==> src/core/ext_decoder_defs.svh <==
`ifndef EXT_DECODER_DEFS_SVH
`define EXT_DECODER_DEFS_SVH
`define OPC_PREFIX_EXT      4'hE
`define OPC_PREFIX_SECOND   4'hF
`define OPC_ADD_POINTER     4'h8
`define OPC_SUB_POINTER     4'h9
`define OPC_PUSH_LITERAL    4'hA
`define OPC_MOVE_INDEXED    4'hB
`define OPC_CALL_WORKING_REGISTER       16'h0014
`define PTR_SEL_TWO         2'h3
`define PTR_RESET           12'h000
`define CYCLES_RETURN_FORM  2
`define CYCLES_CALL         2
`define CYCLES_MOVE         2
`endif

==> src/core/ext_decoder_pkg.sv <==
package ext_decoder_pkg;
	typedef enum logic [3:0] {
		OP_NONE,
		OP_ADD_POINTER,
		OP_ADD_RETURN,
		OP_SUB_POINTER,
		OP_SUB_RETURN,
		OP_CALL_WORKING_REGISTER,
		OP_MOVE_TO_FILE,
		OP_MOVE_TO_INDEXED,
		OP_PUSH_LITERAL
	} ext_op_e;
	typedef enum logic [1:0] {
		ST_DECODE,
		ST_SECOND_WORD,
		ST_FILL
	} exec_state_e;
endpackage

==> src/core/extended_instruction_decoder.sv <==
// Functional notes
// - extended features off unless enable bit set
// - indexed offset addressing for standard instructions
// - every extended op except call through working register is pointer literal op
// - select code 3 forms act on pointer two and add automatic return; select code 2 does not return
// - add to pointer two, return, two cycles
// - subtract literal from selected pointer, one cycle
// - subtract from pointer two, return, two cycles
// - call through working register, two cycles
// - move indexed source to file address
// - move indexed source to indexed destination
// - push literal at pointer two, decrement
// - add literal to selected pointer, one cycle
`timescale 1ns/1ps
`default_nettype none
`include "ext_decoder_defs.svh"
module extended_instruction_decoder
	import ext_decoder_pkg::*;
#(
	parameter int PTR_W = 12
)
(
	input  wire logic             mclk,
	input  wire logic             rst,
	input  wire logic             ce,
	input  wire logic             extendedSetEnable,
	input  wire logic [15:0]      instrWord,
	input  wire logic             instrValid,
	input  wire logic [7:0]       workingRegister,
	input  wire logic [20:0]      topOfReturnStack,
	input  wire logic [7:0]       readData,
	output logic [PTR_W-1:0]      pointer0,
	output logic [PTR_W-1:0]      pointer1,
	output logic [PTR_W-1:0]      pointer2,
	output logic                  busy,
	output logic                  pcLoad,
	output logic [20:0]           pcTarget,
	output logic                  callPush,
	output logic                  returnPop,
	output logic                  callViaWreg,
	output logic                  memRead,
	output logic [PTR_W-1:0]      readAddr,
	output logic                  memWrite,
	output logic [PTR_W-1:0]      writeAddr,
	output logic [7:0]            writeData,
	output logic                  indexedMode,
	output logic                  secondWordNop
);
	typedef struct packed {
		exec_state_e      state;
		ext_op_e          pendingOp;
		logic [PTR_W-1:0] ptr0;
		logic [PTR_W-1:0] ptr1;
		logic [PTR_W-1:0] ptr2;
		logic [PTR_W-1:0] srcAddr;
		logic             busy;
		logic             pcLoad;
		logic [20:0]      pcTarget;
		logic             callPush;
		logic             returnPop;
		logic             callViaWreg;
		logic             memRead;
		logic [PTR_W-1:0] readAddr;
		logic             memWrite;
		logic [PTR_W-1:0] writeAddr;
		logic [7:0]       writeData;
		logic             indexedMode;
		logic             secondWordNop;
	} dec_state_s;

	dec_state_s cur;
	dec_state_s next_cur;
	ext_op_e    decodedOp;
	logic       enableSeen;

	// pointer select decode, used by add and subtract forms
	function automatic logic [PTR_W-1:0] pick_ptr(input logic [1:0] sel, input dec_state_s s);
		logic [PTR_W-1:0] v;
		v = s.ptr0;
		if (sel == 2'h1)
			v = s.ptr1;
		else if (sel == 2'h2)
			v = s.ptr2;
		return v;
	endfunction

	function automatic logic [PTR_W-1:0] lit6(input logic [15:0] w);
		return {{(PTR_W-6){1'b0}}, w[5:0]};
	endfunction

	function automatic logic [PTR_W-1:0] lit7(input logic [15:0] w);
		return {{(PTR_W-7){1'b0}}, w[6:0]};
	endfunction

	// enable gating
	// config bit is static; gate decode with it so reset state stays standard
	assign enableSeen = extendedSetEnable;

	ext_word_classifier classifier
	(
		.word   (instrWord),
		.enable (enableSeen),
		.op     (decodedOp)
	);

	always_comb
	begin
		logic [PTR_W-1:0] sel;
		sel = '0;
		next_cur = cur;
		next_cur.pcLoad = 1'b0;
		next_cur.callPush = 1'b0;
		next_cur.returnPop = 1'b0;
		next_cur.callViaWreg = 1'b0;
		next_cur.memRead = 1'b0;
		next_cur.memWrite = 1'b0;
		next_cur.secondWordNop = 1'b0;
		// indexed literal offset
		// standard byte ops with a=0 and addr below 0x60 index off pointer two
		next_cur.indexedMode = enableSeen;
		unique case (cur.state)
			ST_DECODE:
			begin
				next_cur.busy = 1'b0;
				if (instrValid)
				begin
					if (instrWord[15:12] == `OPC_PREFIX_SECOND)
						next_cur.secondWordNop = 1'b1;
					unique case (decodedOp)
						OP_ADD_POINTER:
						begin
							sel = pick_ptr(instrWord[7:6], cur);
							sel = PTR_W'(sel + lit6(instrWord));
							if (instrWord[7:6] == 2'h0)
								next_cur.ptr0 = sel;
							else if (instrWord[7:6] == 2'h1)
								next_cur.ptr1 = sel;
							else
								next_cur.ptr2 = sel;
						end
						OP_SUB_POINTER:
						begin
							sel = pick_ptr(instrWord[7:6], cur);
							sel = PTR_W'(sel - lit6(instrWord));
							if (instrWord[7:6] == 2'h0)
								next_cur.ptr0 = sel;
							else if (instrWord[7:6] == 2'h1)
								next_cur.ptr1 = sel;
							else
								next_cur.ptr2 = sel;
						end
						OP_ADD_RETURN, OP_SUB_RETURN:
						begin
							if (decodedOp == OP_ADD_RETURN)
								next_cur.ptr2 = PTR_W'(cur.ptr2 + lit6(instrWord));
							else
								next_cur.ptr2 = PTR_W'(cur.ptr2 - lit6(instrWord));
							next_cur.pcLoad = 1'b1;
							next_cur.pcTarget = topOfReturnStack;
							next_cur.returnPop = 1'b1;
							next_cur.busy = 1'b1;
							next_cur.state = ST_FILL;
						end
						OP_CALL_WORKING_REGISTER:
						begin
							next_cur.callPush = 1'b1;
							next_cur.callViaWreg = 1'b1;
							next_cur.pcLoad = 1'b1;
							next_cur.pcTarget = {cur.pcTarget[20:8], workingRegister};
							next_cur.busy = 1'b1;
							next_cur.state = ST_FILL;
						end
						OP_PUSH_LITERAL:
						begin
							next_cur.memWrite = 1'b1;
							next_cur.writeAddr = cur.ptr2;
							next_cur.writeData = instrWord[7:0];
							next_cur.ptr2 = PTR_W'(cur.ptr2 - PTR_W'(1));
						end
						OP_MOVE_TO_FILE, OP_MOVE_TO_INDEXED:
						begin
							next_cur.srcAddr = PTR_W'(cur.ptr2 + lit7(instrWord));
							next_cur.memRead = 1'b1;
							next_cur.readAddr = PTR_W'(cur.ptr2 + lit7(instrWord));
							next_cur.pendingOp = decodedOp;
							next_cur.busy = 1'b1;
							next_cur.state = ST_SECOND_WORD;
						end
						default:
						begin
						end
					endcase
				end
			end
			ST_SECOND_WORD:
			begin
				if (instrValid)
				begin
					next_cur.memWrite = 1'b1;
					next_cur.writeData = readData;
					if (cur.pendingOp == OP_MOVE_TO_FILE)
						next_cur.writeAddr = PTR_W'(instrWord[11:0]);
					else
						next_cur.writeAddr = PTR_W'(cur.ptr2 + lit7(instrWord));
					next_cur.pendingOp = OP_NONE;
					next_cur.busy = 1'b0;
					next_cur.state = ST_DECODE;
				end
			end
			ST_FILL:
			begin
				// second cycle executes as a no-operation
				next_cur.busy = 1'b0;
				next_cur.state = ST_DECODE;
			end
			default:
			begin
				// unused state code: drop any pending move, resume decoding
				next_cur.pendingOp = OP_NONE;
				next_cur.busy = 1'b0;
				next_cur.state = ST_DECODE;
			end
		endcase
	end

	always_ff @(posedge mclk)
	begin
		if (rst)
		begin
			cur <= '0;
			cur.state <= ST_DECODE;
			cur.pendingOp <= OP_NONE;
			cur.ptr0 <= `PTR_RESET;
			cur.ptr1 <= `PTR_RESET;
			cur.ptr2 <= `PTR_RESET;
		end
		else if (ce)
			cur <= next_cur;
	end

	assign pointer0 = cur.ptr0;
	assign pointer1 = cur.ptr1;
	assign pointer2 = cur.ptr2;
	assign busy = cur.busy;
	assign pcLoad = cur.pcLoad;
	assign pcTarget = cur.pcTarget;
	assign callPush = cur.callPush;
	assign returnPop = cur.returnPop;
	assign callViaWreg = cur.callViaWreg;
	assign memRead = cur.memRead;
	assign readAddr = cur.readAddr;
	assign memWrite = cur.memWrite;
	assign writeAddr = cur.writeAddr;
	assign writeData = cur.writeData;
	assign indexedMode = cur.indexedMode;
	assign secondWordNop = cur.secondWordNop;
endmodule
`default_nettype wire

==> src/core/ext_word_classifier.sv <==
`timescale 1ns/1ps
`default_nettype none
`include "ext_decoder_defs.svh"
module ext_word_classifier
	import ext_decoder_pkg::*;
(
	input  wire logic [15:0] word,
	input  wire logic        enable,
	output ext_op_e          op
);
	always_comb
	begin
		op = OP_NONE;
		if (enable)
		begin
			if (word == `OPC_CALL_WORKING_REGISTER)
				op = OP_CALL_WORKING_REGISTER;
			else if (word[15:12] == `OPC_PREFIX_EXT)
			begin
				unique case (word[11:8])
					`OPC_ADD_POINTER:
						op = (word[7:6] == `PTR_SEL_TWO) ? OP_ADD_RETURN : OP_ADD_POINTER;
					`OPC_SUB_POINTER:
						op = (word[7:6] == `PTR_SEL_TWO) ? OP_SUB_RETURN : OP_SUB_POINTER;
					`OPC_PUSH_LITERAL:
						op = OP_PUSH_LITERAL;
					`OPC_MOVE_INDEXED:
						op = word[7] ? OP_MOVE_TO_INDEXED : OP_MOVE_TO_FILE;
					default:
						op = OP_NONE;
				endcase
			end
		end
	end
endmodule
`default_nettype wire

==> config.mk <==
export PLATFORM = sky130hd
export DESIGN_NAME = extended_instruction_decoder
export DESIGN_NICKNAME = d
export VERILOG_FILES = /design/src/core/ext_decoder_pkg.sv /design/src/core/extended_instruction_decoder.sv /design/src/core/ext_word_classifier.sv
export VERILOG_INCLUDE_DIRS = /design/src /design/src/core
export SDC_FILE = /design/constraint.sdc
export NUM_CORES = 1
export LEC_CHECK = 0
export BUFFER_PORTS_ARGS = -buffer_cell sky130_fd_sc_hd__clkbuf_2
export CAP_MARGIN = 20
export CORE_ASPECT_RATIO = 0.75
export CORE_MARGIN = 5
export CORE_UTILIZATION = 60
export DETAILED_ROUTE_END_ITERATION = 6
export GPL_ROUTABILITY_DRIVEN = 0
export GPL_TIMING_DRIVEN = 0
export PLACE_DENSITY = 0.87
export SETUP_SLACK_MARGIN = 0.05
export SYNTH_ARGS = -nofsm -noshare
export SYNTH_HDL_FRONTEND = slang
export SYNTH_SLANG_ARGS = --single-unit
export TNS_END_PERCENT = 20
==> constraint.sdc <==
create_clock -name mclk -period 6.29 [get_ports mclk]
set_input_delay 0.3145 -clock mclk [delete_from_list [all_inputs] [get_ports mclk]]
set_output_delay 0.3145 -clock mclk [all_outputs]
set_load 0.05 [all_outputs]
# [Word-level counts from Yosys, hierarchy flattened]
# Index checks and enable logic that the tools add are counted.
[op_classes] add_sub_neg=6 n_eq_ne=34 muxes=48 bitwise_logic=2 reduce_logical=20
[ops] op="2-to-1 mux 12 bit" count=17
[ops] op="2-to-1 mux 114 bit" count=1
[ops] op="2-to-1 mux 24 bit" count=2
[ops] op="case mux 12 bit (4 select lines)" count=1
[ops] op="case mux 24 bit (2 select lines)" count=1
[ops] op="case mux 22 bit (2 select lines)" count=1
[ops] op="2-to-1 mux 21 bit" count=2
[ops] op="case mux 21 bit (2 select lines)" count=1
[ops] op="2-to-1 mux 38 bit" count=1
[ops] op="== test 4 bit, second input constant" count=7
[ops] op="adder 12 x 6 -> 12 bit" count=2
[ops] op="subtractor 12 x 6 -> 12 bit" count=2
[ops] op="== test 4 x 3 -> 1 bit, second input constant" count=5
[ops] op="inequality test 2 bit, second input constant" count=10
[ops] op="== test 16 x 5 -> 1 bit, second input constant" count=1
[ops] op="2-to-1 mux 4 bit" count=4
[ops] op="case mux 4 bit (4 select lines)" count=1
[ops] op="AND reduction 8 bit" count=2
[ops] op="AND reduction 5 bit" count=3
[ops] op="2-to-1 mux 13 bit" count=1
[ops] op="adder 12 x 7 -> 12 bit" count=1
[ops] op="case mux 4 bit (3 select lines)" count=1
[ops] op="AND reduction 4 bit" count=3
[ops] op="subtractor 12 x 1 -> 12 bit, second input constant" count=1
[ops] op="other kinds (21)" count=39
[word_totals] ff_bits=104 elab_cells=129

# [Depth between registers and ports, before layout]
# Gate-level depths: netlist (run 1).
[logic_depth] depth_word=16 depth_mapped=21 depth_no_buf=19

# [Cells and area by module]
# A second synthesis (run 1) with hierarchy kept.
[unflattened] cells_unflattened=956 hier_area_um2=7533.5
[modules_own_cells] mod="extended_instruction_decoder" n_inst=1 cells_per_inst=936 area_each_um2=7394.6 seq_area_each_um2=2062.0
[modules_own_cells] mod="ext_word_classifier" n_inst=1 cells_per_inst=20 area_each_um2=138.9 seq_area_each_um2=0.0

# [Worst setup path before layout (run 1)]
# Ideal clock, no wire load.
[synth_path] path_type="input port to flip-flop" startpoint="in instrWord[0]" endpoint="reg cur (netlist bit pointer2[11])" setup_time_ns=0.120 arrival_ns=3.819 required_time_ns=6.170 setup_slack_ns=2.351 path_stages=19 path_buffers=2 path_cell_list="clkbuf_1 inv_1 ha_1 and4b_1 and4_1 nor2_1 and2_1 buf_2 a31oi_1 nor3_1 xnor2_1 nand2_1 ha_1 or3_1 o221ai_1 a21oi_1 o41ai_1 xnor3_1 o2bb2ai_1"
[synth_via] elab_chain_cells=7 word_cells_on_any_way=25 cone_classes="4 x add/sub; 10 x eq/ne; 8 x mux; 3 x reduce/logical"
[synth_rtl] element="start, declared" line_no="extended_instruction_decoder.sv:27" source="input wire logic [15:0] instrWord,"
[synth_rtl] element="== test 16 x 5 -> 1 bit (no source line)"
[synth_rtl] element="2-to-1 mux 4 bit" line_no="ext_word_classifier.sv:16" source="if (word == `OPC_CALL_WORKING_REGISTER)"
[synth_rtl] element="2-to-1 mux 4 bit" line_no="ext_word_classifier.sv:14" source="if (enable)"
[synth_rtl] element="== test 4 x 2 -> 1 bit / == test 4 x 3 -> 1 bit (equally long branches)" line_no="extended_instruction_decoder.sv:129, extended_instruction_decoder.sv:154"
[synth_rtl] element="OR reduction 2 bit" line_no="extended_instruction_decoder.sv:129" source="unique case (decodedOp)"
[synth_rtl] element="nonzero test 4 bit (no source line)"
[synth_rtl] element="AND reduction 8 bit (no source line)"
[synth_rtl] element="end signal, assigned" line_no="extended_instruction_decoder.sv:238" source="cur <= next_cur;"
[synth_rtl] element="end, declared" line_no="extended_instruction_decoder.sv:71" source="dec_state_s cur;"
# Parallel ways exist; a longest one is shown, timed or not. The select of a mux whose other input is x is not followed.
# A chain may end at the register's enable or synchronous reset.

# [Worst setup path in the final report (run 1)]
[layout_path] startpoint="in instrWord[0]" endpoint="reg cur (netlist bit pointer2[10])"
# Same word-level chain as after synthesis.

==> metrics.csv, run 1 <==
stage;metric;value;unit
finish;share of layout cells above drive strength 1;25.37;%
job;number of max-cap violations;0;
finish;Layout fillers;1041;
floorplan;Starting Density;60.51;%
finish;area of the multi-input gates;4345;um2
critical_path;worst r2r src;pointer2[2]$_SDFFE_PP0P_;
route;Detailed Route Iter0 Violations;777;
route;DRC viols;0;
global_route;initial antenna violation count;0;
clock_network;Worst-Skew Late Latency;0.35;ns
critical_path;Worst Setup Path Type;primary input to flop;
placed_design;Final HPWL DP;17590;um
hold_path;Hold Crit Start;topOfReturnStack[15];
floorplan;core area;12170;um2
sta;final setup fails;0;
synthesis;number of synthesized flops with an enable pin;0;
critical_path;Worst R2R End;pointer2[6]$_SDFFE_PP0P_;
synthesis;main flop type after synthesis;dfxtp_1;
floorplan;Die Area;14620;um2
finish;antenna diode count;0;
synthesis;Syn Inst Count;966;
clock_network;Resized Gates After CTS;0;
placed_design;port bufs;154;
finish;area grow syn2layout;17.19;%
placed_design;Placed Instances;1286;
clock_network;clock root cell;clkbuf_16;
finish;Nets;1227;
critical_path;Worst Setup End Kind;flop;
critical_path;Worst EP arrival;4.71;ns
global_route;largest net degree at the start of global routing;17;
critical_path;reg2reg setup slack;2.89;ns
route;1st-pass router iterations;6;
critical_path;CP Launch Type;primary input;
sta;RSZ-0062 raised after global routing;false;
hold_path;Hold Crit Depth;3;
sta;final hold vios;0;
route;final WL;22530;um
floorplan;row cnt;35;
placed_design;Area after DPL;8346;um2
clock_network;Hold Buf Count CTS;0;
outcome;status;completed;
global_route;GR Overflow Total;0;
clock_network;CTS sink count;103;
global_route;first-pass GRT wire length;35480;um
sta;Slew HR;44.20;%
critical_path;Worst EP required;6.54;ns
hold_path;hold crit path type;primary input to flop;
critical_path;CP max FO;9;
synthesis;mapped cell area;7367;um2
synthesis;yosys warns;0;
synthesis;synthesized flop and latch total;103;
sta;Worst Skew;0.01041;ns
sta;fin worst setup slack;1.830;ns
sta;fin crit share;70.90;%
route;final antenna-violating net count;0;
floorplan;die width;138.0;um
sta;Max Fclk;224.2;MHz
route;Vias;7647;
finish;Sequential Area;2062;um2
finish;design area;8633;um2
route;Vias/cell;5.878;
synthesis;Avg Synthesized Cell Area;7.626;um2
finish;post-route insts no fill;1301;
pwr;maximum vdd drop;0.1382;mV
clock_network;clk buf depth;2;
clock_network;Setup Buffers After CTS;0;
global_route;vias in the first global route;6944;
clock_network;CTS H-tree depth;3;
global_route;gr usage total;30.11;%
synthesis;syn nets;1062;
sta;worst-margin pin slew;0.8370;ns
pwr;PwrDens;169.6;nW/um2
sta;min Tclk post-route;4.460;ns
synthesis;synth unique cells;77;
synthesis;async set-reset flop share out of synthesis;0;%
clock_network;CTS clk-pin slew, worst paths;0.07;ns
floorplan;die height;106.0;um
critical_path;Reg2Reg Depth;12;
synthesis;Seq/Total Area, Yosys;27.99;%
clock_network;CTS tree;yes;
clock_network;clock buffer count from CTS;9;
sta;max-slew violations;0;
route;WL per Instance;17.32;um
pwr;Leak;3.829;nW
floorplan;boundary pin count;156;
hold_path;hold endpoint;pcTarget[15]$_SDFFE_PP0P_;
placed_design;pre-CTS worst setup slack;1.526;ns
sta;sum of negative setup slack;0;ns
## worst max-delay path, stage by stage
cell      delay (ns)
clkbuf_2        0.15
clkbuf_1        0.37
inv_1           0.18
ha_1            0.31
and4b_1         0.22
and4_1          0.23
nor2_1          0.27
and2_1          0.18
buf_2           0.22
nor2_1          0.08
xnor2_1         0.21
xnor2_1         0.14
nand2_1         0.09
ha_1            0.32
a21oi_1         0.17
a21boi_0        0.14
o21ai_0         0.16
nand2b_1        0.10
a31oi_1         0.31
o2111a_1        0.24
a21oi_1         0.05
a311oi_1        0.26
## synth_stat cells, drive strengths merged, types with 3 or more instances
cell type	instances	area share, %
o211ai	6	0.61
and2	8	0.68
o22ai	9	0.76
nor4	3	0.34
dfxtp	103	28
nand4	5	0.42
xor2	13	1.5
inv	18	0.92
a211oi	18	1.8
o21a	5	0.51
nor3	31	2.2
fa	4	1.1
o21bai	8	0.82
o221ai	6	0.71
a21oi	85	5.8
ha	34	5.8
nand2	132	6.7
xnor2	32	3.8
mux2	3	0.51
nor2	106	5.4
o21ai	30	2.0
or3	4	0.34
a22oi	15	1.5
o22a	3	0.36
mux2i	7	0.95
nand3	20	1.4
nand3b	5	0.68
and3	6	0.51
nor2b	7	0.59
a31oi	9	0.85
nor3b	3	0.31
a21o	8	0.82
buf	102	10
or3b	7	0.87
a311oi	4	0.48
a21boi	4	0.46
clkbuf	42	2.1
a221oi	18	2.1
nand2b	12	1.0
or2	4	0.34
## layer usage
metal  global-route usage, %  routed length, um
met1                   41.16               9417
met2                   48.50              10160
met4                   7.687                533
met5                       0                  0
met3                   6.244               2418
## metrics by stage
step / utilization (%) / total power [mW] / hold WS (ns)
5_1_grt: 70.91 / 1.513 / 0.1936
3_3_place_gp: 68.55 / 0.9087 / 0.4428
2_1_floorplan: - / 0.8392 / 0.4319
6_report: 70.91 / 1.465 / 0.1824
3_5_place_dp: 68.55 / 0.9145 / 0.4483
4_1_cts: 70.91 / 1.456 / 0.1834
## final cells by class
cell class | count | area share, %
inverters | 18 | 0.7826
clock buffers | 11 | 2.696
well taps | 166 | 2.406
clock inverters | 4 | 0.6377
flip-flops and latches | 103 | 23.88
multi-input cells | 701 | 50.33
repair buffers | 154 | 8.928
plain buffers | 144 | 10.33
## cell usage in the layout (no fill, tap or decap), types with 12 or more instances in the layout
cell,n
dfxtp_1,103
nand3_1,20
buf_4,91
a22oi_1,15
clkbuf_1,44
clkbuf_2,154
nand2_1,132
xnor2_1,32
a21oi_1,84
inv_1,18
nand2b_1,12
ha_1,34
a211oi_1,18
nor2_1,106
o21ai_0,25
xor2_1,13
nor3_1,30
a221oi_1,18
## where the power goes
| group | switching [mW] | internal (mW) | total [mW] |
|---|---|---|---|
| Combinational | 0.163 | 0.0954 | 0.258 |
| Sequential | 0.000624 | 0.652 | 0.653 |
| Clock | 0.245 | 0.309 | 0.554 |
| Total | 0.408 | 1.06 | 1.46 |
## how the worst max path moves through the flow
stage | end | depth (start not counted) | slack (ns) | start
after detailed placement | pointer2[10]$_SDFFE_PP0P_ | 22 | 1.53 | instrWord[0]
after global placement | pointer2[11]$_SDFFE_PP0P_ | 20 | 1.54 | instrWord[0]
after global routing | pointer2[10]$_SDFFE_PP0P_ | 22 | 1.38 | instrWord[0]
after floorplan | pointer2[11]$_SDFFE_PP0P_ | 19 | 2.35 | instrWord[0]
after CTS | pointer2[10]$_SDFFE_PP0P_ | 22 | 1.88 | instrWord[0]
final | pointer2[10]$_SDFFE_PP0P_ | 22 | 1.83 | instrWord[0]
## state kept, by name, summed over array words and instances, names as in the netlist
name,cells
pointer0,12
indexedMode,1
writeData,8
memRead,1
writeAddr,12
busy,1
pointer2,12
pointer1,12
memWrite,1
pcTarget,21
cur,6
returnPop,1
callViaWreg,1
secondWordNop,1
pcLoad,1
readAddr,12
## kinds of logic after synthesis
kind of cell	count (synthesis)	synth area share (%)
mux	10	1.461
flops	103	27.99
xor+xnor	46	5.656
fa+ha+maj	38	6.861
compound gates	245	21.98
simple gates	362	23.03
buf+inv	162	13.03
(Power assumes the default switching activity.)
==> run 2, diff against run 1 <==
- CORE_UTILIZATION: 60 -> 51
- PLACE_DENSITY: 0.87 -> 0.78
- clock period: 6.29 -> 3.91 ns (I/O delays scaled with it)
==> run 2 against run 1 <==
Against the previous run: flip-flop and latch count unchanged; total power increased by 67%; cell count rose by 2.6%; register-to-register slack got worse by 2.2 ns; global-route usage down 4.0 points; combinational power grew 62%; critical endpoint unchanged; via count shrank 2.2%; critical path type unchanged; core utilization decreased by 9.6 points; clock power grew 76%; highest routed layer unchanged.
==> metrics.csv, run 2 (same netlist as run 1, synthesis figures left out) <==
stage;metric;value;unit;change
route;DRC viols;0;;unchanged
route;final WL;22570;um;+0.21%
sta;final hold vios;0;;unchanged
floorplan;core area;14310;um2;+18%
sta;max-slew violations;0;;unchanged
critical_path;crit path cell chain;clkbuf_2 > clkbuf_4 > inv_1 > ha_4 > and4b_1 > and4_2 > nor2_4 > and2_1 > buf_2 > or3_1 > nand2_1 > xnor2_1 > nand2_1 > ha_1 > nand3_1 > a21boi_1 > o21ai_0 > nand2b_1 > a31oi_2 > o2111a_1 > a21oi_1 > a311oi_1;;
global_route;largest net degree at the start of global routing;21;;+4
critical_path;CP peak stage delay;0.36;ns;about the same
finish;most common cell after layout, fill and taps aside;clkbuf_2;;
route;1st-pass router iterations;6;;unchanged
global_route;first-pass GRT wire length;36060;um;+1.6%
sta;worst-margin pin slew;0.8287;ns;-0.008336 ns
clock_network;CTS clk-pin slew, worst paths;0.08;ns;about the same
finish;commonest cells after routing, fill and taps aside;clkbuf_2 (155), nand2_1 (132), nor2_1 (105);;
pwr;PwrDens;278.1;nW/um2;+64%
job;number of max-cap violations;0;;unchanged
critical_path;CP max FO;9;;unchanged
sta;sum of negative setup slack;0;ns;unchanged
clock_network;clock buffer count from CTS;9;;unchanged
clock_network;Worst-Skew Late Latency;0.36;ns;about the same
critical_path;critical path's top delay family;simple AND/OR/NAND/NOR gates;;
finish;antenna diode count;0;;unchanged
pwr;Switching Fraction;29.44;%;+1.6 points
sta;Worst Skew;0.01010;ns;-0.0003097 ns
floorplan;boundary pin count;156;;unchanged
finish;post-route insts no fill;1335;;+2.6%
sta;Max Fclk;262.4;MHz;
floorplan;die width;148.8;um;+7.9%
sta;min Tclk post-route;3.811;ns;
outcome;status;completed;;
pwr;Leak;3.864;nW;+0.92%
critical_path;slowest CP cell;ha_1;;
pwr;Pint;1.723;mW;+63%
critical_path;Worst EP arrival;4.02;ns;-0.69 ns
pwr;Seq pwr share;43.0;%;-1.6 points
sta;RSZ-0062 raised after global routing;true;;
placed_design;port bufs;154;;unchanged
placed_design;Area after DPL;8388;um2;+0.51%
critical_path;cell mode on critical path;nand2_1;;
floorplan;Starting Density;51.48;%;-9.0 points
pwr;maximum vdd drop;0.3096;mV;+120%
critical_path;Worst Setup End Kind;flop;;
floorplan;die height;114.1;um;+7.7%
global_route;gr usage total;26.08;%;-4.0 points
global_route;vias in the first global route;6973;;+0.42%
critical_path;Worst EP required;4.12;ns;-2.42 ns
route;Detailed Route Iter0 Violations;626;;-19%
pwr;Gate power share;17.1;%;-0.5 points
global_route;GR Overflow Total;0;;unchanged
clock_network;CTS H-tree depth;3;;unchanged
finish;max reg flops;21;;unchanged
clock_network;clock root cell;clkbuf_16;;
global_route;initial antenna violation count;0;;unchanged
floorplan;row cnt;38;;+8.6%
sta;fin worst setup slack;0.09875;ns;-1.732 ns
route;Vias;7479;;-2.2%
route;WL per Instance;16.91;um;-2.3%
placed_design;Placed Instances;1320;;+2.6%
sta;fin crit share;97.47;%;
sta;final setup fails;0;;unchanged
clock_network;CTS tree;yes;;
placed_design;pre-CTS worst setup slack;-0.8353;ns;-2.361 ns
critical_path;Worst Setup Path Type;primary input to flop;;
clock_network;clk buf depth;2;;unchanged
critical_path;CP Buf/Inv Count;4;;unchanged
sta;WHS;0.04461;ns;-0.1378 ns
finish;Nets;1226;;-0.081%
floorplan;Die Area;16970;um2;+16%
route;final antenna-violating net count;0;;unchanged
finish;area grow syn2layout;19.17;%;
finish;design area;8780;um2;+1.7%
sta;Slew HR;44.51;%;+0.31 points
hold_path;hold crit path type;primary input to flop;;
finish;Layout fillers;1294;;+24%
pwr;Clock power frac;39.9;%;+2.1 points
clock_network;CTS sink count;103;;unchanged
finish;share of layout cells above drive strength 1;26.78;%;+1.4 points
route;Vias/cell;5.602;;-4.7%
pwr;Sw Pwr;0.7189;mW;+76%
critical_path;CP Launch Type;primary input;;
placed_design;Final HPWL DP;17610;um;+0.11%
==> run 2: cell types whose count changed in the layout (fill, tap and decap cells not counted), sizes merged <==
cell,before,now
clkbuf,207,204
clkinv,1,3
inv,19,20
==> run 2: final timing paths <==
check	to	startpoint	cells after the start	slack, ns
worst max-delay path	pointer2[10]$_SDFFE_PP0P_	instrWord[0]	22	0.1
worst min-delay path	pcTarget[17]$_SDFFE_PP0P_	topOfReturnStack[17]	3	0.04
worst max register to register	pointer2[6]$_SDFFE_PP0P_	pointer2[2]$_SDFFE_PP0P_	12	0.67
worst min register to register	pcTarget[17]$_SDFFE_PP0P_	pcTarget[17]$_SDFFE_PP0P_	2	0.46
==> run 2: layout make-up <==
| class | count | area [um2] | share of cell area, % |
|---|---|---|---|
| Multi-Input combinational cell | 701 | 4405 | 50.18 |
| Sequential cell | 103 | 2062 | 23.49 |
| Buffer | 143 | 894.6 | 10.19 |
| Timing Repair Buffer | 154 | 773.2 | 8.807 |
| Tap cell | 200 | 250.2 | 2.850 |
| Clock buffer | 9 | 225.2 | 2.565 |
| Clock inverter | 7 | 101.3 | 1.154 |
| Inverter | 18 | 67.56 | 0.7696 |
==> run 2: metal layers <==
metal | global-route usage [%] | share of wire [%] | up-vias
met5 | 0 | 0 | -
met4 | 5.915 | 1.7 | 0
met3 | 4.630 | 9.8 | 37
met2 | 40.38 | 42 | 377
met1 | 38.11 | 47 | 3417
li1 | - | - | 3648
==> run 2: power by group through the flow <==
stage	clock, mW	combinational (mW)	sequential [mW]
floorplan	0	0.273	1.08
global placement	0	0.389	1.07
detailed placement	0	0.397	1.07
CTS	0.975	0.404	1.05
global route	1.02	0.456	1.05
finish	0.974	0.418	1.05
==> run 2: repair_timing <==
| action | in CTS | in global routing |
|---|---|---|
| hold buffers | 0 | 0 |
| resized for setup | 12 | 9 |
| cloned | 0 | 0 |
| pin swaps | 2 | 0 |
| endpoints found under the setup margin | 7 | 10 |
| setup buffers | 0 | 0 |
==> run 2: worst register-to-register path: stages (launching register included) <==
cell and delay, ns:
dfxtp_1 0.53, o22ai_1 0.14, nor2_1 0.20, ha_1 0.26, clkbuf_1 0.20, nor2b_1 0.18
o21ai_0 0.21, a21boi_0 0.12, o21ai_0 0.45, a31oi_1 0.18, xor2_1 0.33, a21oi_1 0.12
a211oi_1 0.23
==> run 2: through the flow <==
stage / power [mW] / util (%)
3_3_place_gp: 1.464 / 58.61
5_1_grt: 2.523 / 61.35
3_5_place_dp: 1.472 / 58.61
6_report: 2.442 / 61.35
4_1_cts: 2.428 / 61.18
2_1_floorplan: 1.350 / -
==> run 3, diff against run 2 <==
--- a/config.mk
+++ b/config.mk
@@ -15,3 +15,2 @@
 export GPL_ROUTABILITY_DRIVEN = 0
-export GPL_TIMING_DRIVEN = 0
 export PLACE_DENSITY = 0.78
==> constraint.sdc (replaced) <==
create_clock -name mclk -period 3.91 [get_ports mclk]
set_input_delay 0 -clock mclk [delete_from_list [all_inputs] [get_ports mclk]]
set_output_delay 0 -clock mclk [all_outputs]
set_load 0.005 [all_outputs]
==> run 3 against run 2 <==
Against the previous run: core utilization shrank 4.2 points; die area did not move; fmax increased by 8.6%; register-to-register slack better by 0.13 ns; setup slack better by 0.30 ns; global-route usage decreased by 1.8 points.
==> metrics.csv, run 3 (same netlist as run 1, synthesis figures left out) <==
stage;metric;value;unit;change
pwr;Leak;3.448;nW;-11%
finish;Nets;1129;;-7.9%
route;Detailed Route Iter0 Violations;642;;+2.6%
route;Vias/cell;5.623;;+0.37%
pwr;maximum vdd drop;0.2190;mV;-29%
sta;final setup fails;0;;unchanged
global_route;initial antenna violation count;0;;unchanged
global_route;first-pass GRT wire length;33440;um;-7.3%
critical_path;Worst Setup End Kind;flop;;
sta;max-slew violations;0;;unchanged
clock_network;clk buf depth;2;;unchanged
critical_path;CP peak stage delay;0.32;ns;-0.04 ns
pwr;PwrDens;286.1;nW/um2;+2.9%
hold_path;hold crit path type;primary input to flop;;
hold_path;Hold Crit Depth;5;;+2
critical_path;crit path cell chain;clkbuf_2 > inv_1 > ha_1 > and4b_1 > and4_1 > nor2_1 > and2_2 > a31oi_1 > nor2_1 > xnor2_1 > nand2_1 > ha_1 > a21oi_1 > a21boi_0 > o21ai_0 > nand2b_1 > a31oi_1 > o2111a_1 > a21oi_1 > a311oi_1;;
route;WL met2;8757;um;-7.5%
sta;Worst Skew;0.008792;ns;-0.001308 ns
critical_path;Worst EP arrival;3.76;ns;-0.26 ns
placed_design;Final HPWL DP;15960;um;-9.4%
finish;share of layout cells above drive strength 1;20.91;%;-5.9 points
route;DRC viols;0;;unchanged
global_route;gr usage total;24.27;%;-1.8 points
route;Met3 Wirelength;1843;um;-16%
sta;Slew HR;39.10;%;-5.4 points
floorplan;Die Area;16970;um2;unchanged
outcome;status;completed;;
floorplan;boundary pin count;156;;unchanged
critical_path;critical path's top delay family;compound AO/OA/AOI/OAI gates;;
critical_path;Worst Setup Path Type;primary input to flop;;
global_route;vias in the first global route;6197;;-11%
critical_path;CP Buf/Inv Count;2;;-2
critical_path;CP max FO;9;;unchanged
floorplan;die height;114.1;um;unchanged
finish;most common cell after layout, fill and taps aside;clkbuf_2;;
finish;area grow syn2layout;11.04;%;
critical_path;slowest CP cell;and2_2;;
clock_network;CTS sink count;103;;unchanged
global_route;GR Overflow Total;0;;unchanged
sta;RSZ-0062 raised after global routing;false;;
sta;worst-margin pin slew;0.9086;ns;+0.07991 ns
placed_design;pre-CTS worst setup slack;0.05935;ns;+0.8946 ns
global_route;largest net degree at the start of global routing;63;;+200%
sta;WHS;0.01352;ns;-0.03110 ns
sta;final hold vios;0;;unchanged
clock_network;clock root cell;clkbuf_16;;
floorplan;row cnt;38;;unchanged
route;Top Layer Used;met4;;
clock_network;Worst-Skew Late Latency;0.35;ns;about the same
critical_path;CP Launch Type;primary input;;
finish;Layout fillers;1337;;+3.3%
critical_path;Worst EP required;4.16;ns;+0.04 ns
critical_path;Reg2Reg Depth;13;;+1
route;WL met1;10250;um;-2.5%
finish;commonest cells after routing, fill and taps aside;clkbuf_2 (154), nand2_1 (132), nor2_1 (106);;
clock_network;CTS tree;yes;;
placed_design;port bufs;155;;+0.65%
route;WL per Instance;17.10;um;+1.1%
sta;fin crit share;89.79;%;-7.7 points
finish;antenna diode count;0;;unchanged
route;1st-pass router iterations;5;;-1
floorplan;core area;14310;um2;unchanged
finish;max reg flops;21;;unchanged
job;number of max-cap violations;0;;unchanged
sta;Max Fclk;284.8;MHz;+8.6%
clock_network;clock buffer count from CTS;9;;unchanged
clock_network;CTS H-tree depth;3;;unchanged
sta;min Tclk post-route;3.511;ns;-0.3005 ns
route;final antenna-violating net count;0;;unchanged
route;final WL;21170;um;-6.2%
clock_network;Setup Buffers After CTS;0;;unchanged
clock_network;CTS clk-pin slew, worst paths;0.07;ns;about the same
route;Vias;6961;;-6.9%
floorplan;Starting Density;51.48;%;unchanged
sta;fin worst setup slack;0.3992;ns;+0.3005 ns
critical_path;Levels on crit path;20;;-9.1%
sta;sum of negative setup slack;0;ns;unchanged
floorplan;die width;148.8;um;unchanged
[run 3: cell types whose count changed in the layout (fill, tap and decap cells not counted), moves of 3 or more]
cell           delta
buf_1             -3
buf_2             -8
buf_4            -66
clkbuf_1         -37
dlygate4sd3_1    +21
[run 3: power breakdown]
part	switching (mW)	internal (mW)
Combinational	0.248	0.171
Sequential	0.00106	1.05
Clock	0.415	0.455
[run 3: stage by stage]
stage	utilization [%]	std cells	area, um2	total power, mW
2_1_floorplan	-	966	7367	1.346
3_3_place_gp	53.69	1201	7684	1.460
3_5_place_dp	53.69	1201	7684	1.465
4_1_cts	57.15	1238	8179	2.345
5_1_grt	57.16	1238	8180	2.439
6_report	57.16	1238	8180	2.340
[run 3: worst paths after layout]
check / from / end / slack [ns]
worst max-delay path: instrWord[0] / pointer2[10]$_SDFFE_PP0P_ / 0.40
worst min-delay path: topOfReturnStack[2] / pcTarget[2]$_SDFFE_PP0P_ / 0.01
worst max register to register: pointer1[0]$_SDFFE_PP0P_ / pointer2[6]$_SDFFE_PP0P_ / 0.80
worst min register to register: readAddr[0]$_SDFFE_PP0P_ / readAddr[0]$_SDFFE_PP0P_ / 0.45
[run 3: per-layer routing]
layer	track usage, %	vias up
met2	35.20	292
met5	0	-
li1	-	3446
met3	4.393	23
met1	37.59	3200
met4	4.878	0
[run 3: cell type report]
cell class / count / area (um2) / share of cell area [%]
multi-input cells: 701 / 4347 / 53.14
flip-flops and latches: 103 / 2062 / 25.21
repair buffers: 200 / 1169 / 14.29
well taps: 200 / 250.2 / 3.059
clock buffers: 11 / 242.7 / 2.967
inverters: 18 / 67.56 / 0.8259
clock inverters: 5 / 42.54 / 0.5200
[run 3: worst register-to-register path, cell delays in order, from the launching register on]
cell	delay, ns
dfxtp_1	0.37
o22a_1	0.13
o21a_1	0.14
inv_1	0.05
ha_1	0.20
fa_1	0.42
nor2b_1	0.12
o21ai_0	0.09
a21boi_0	0.21
o21ai_0	0.23
a31oi_1	0.29
xor2_1	0.42
a21oi_1	0.13
a211oi_1	0.22
[run 3: timing repair]
action,4_1_cts,5_1_grt
hold buffers,21,0
hold endpoints to repair,21,0
gates resized for setup,0,1
endpoints found under the setup margin,0,1
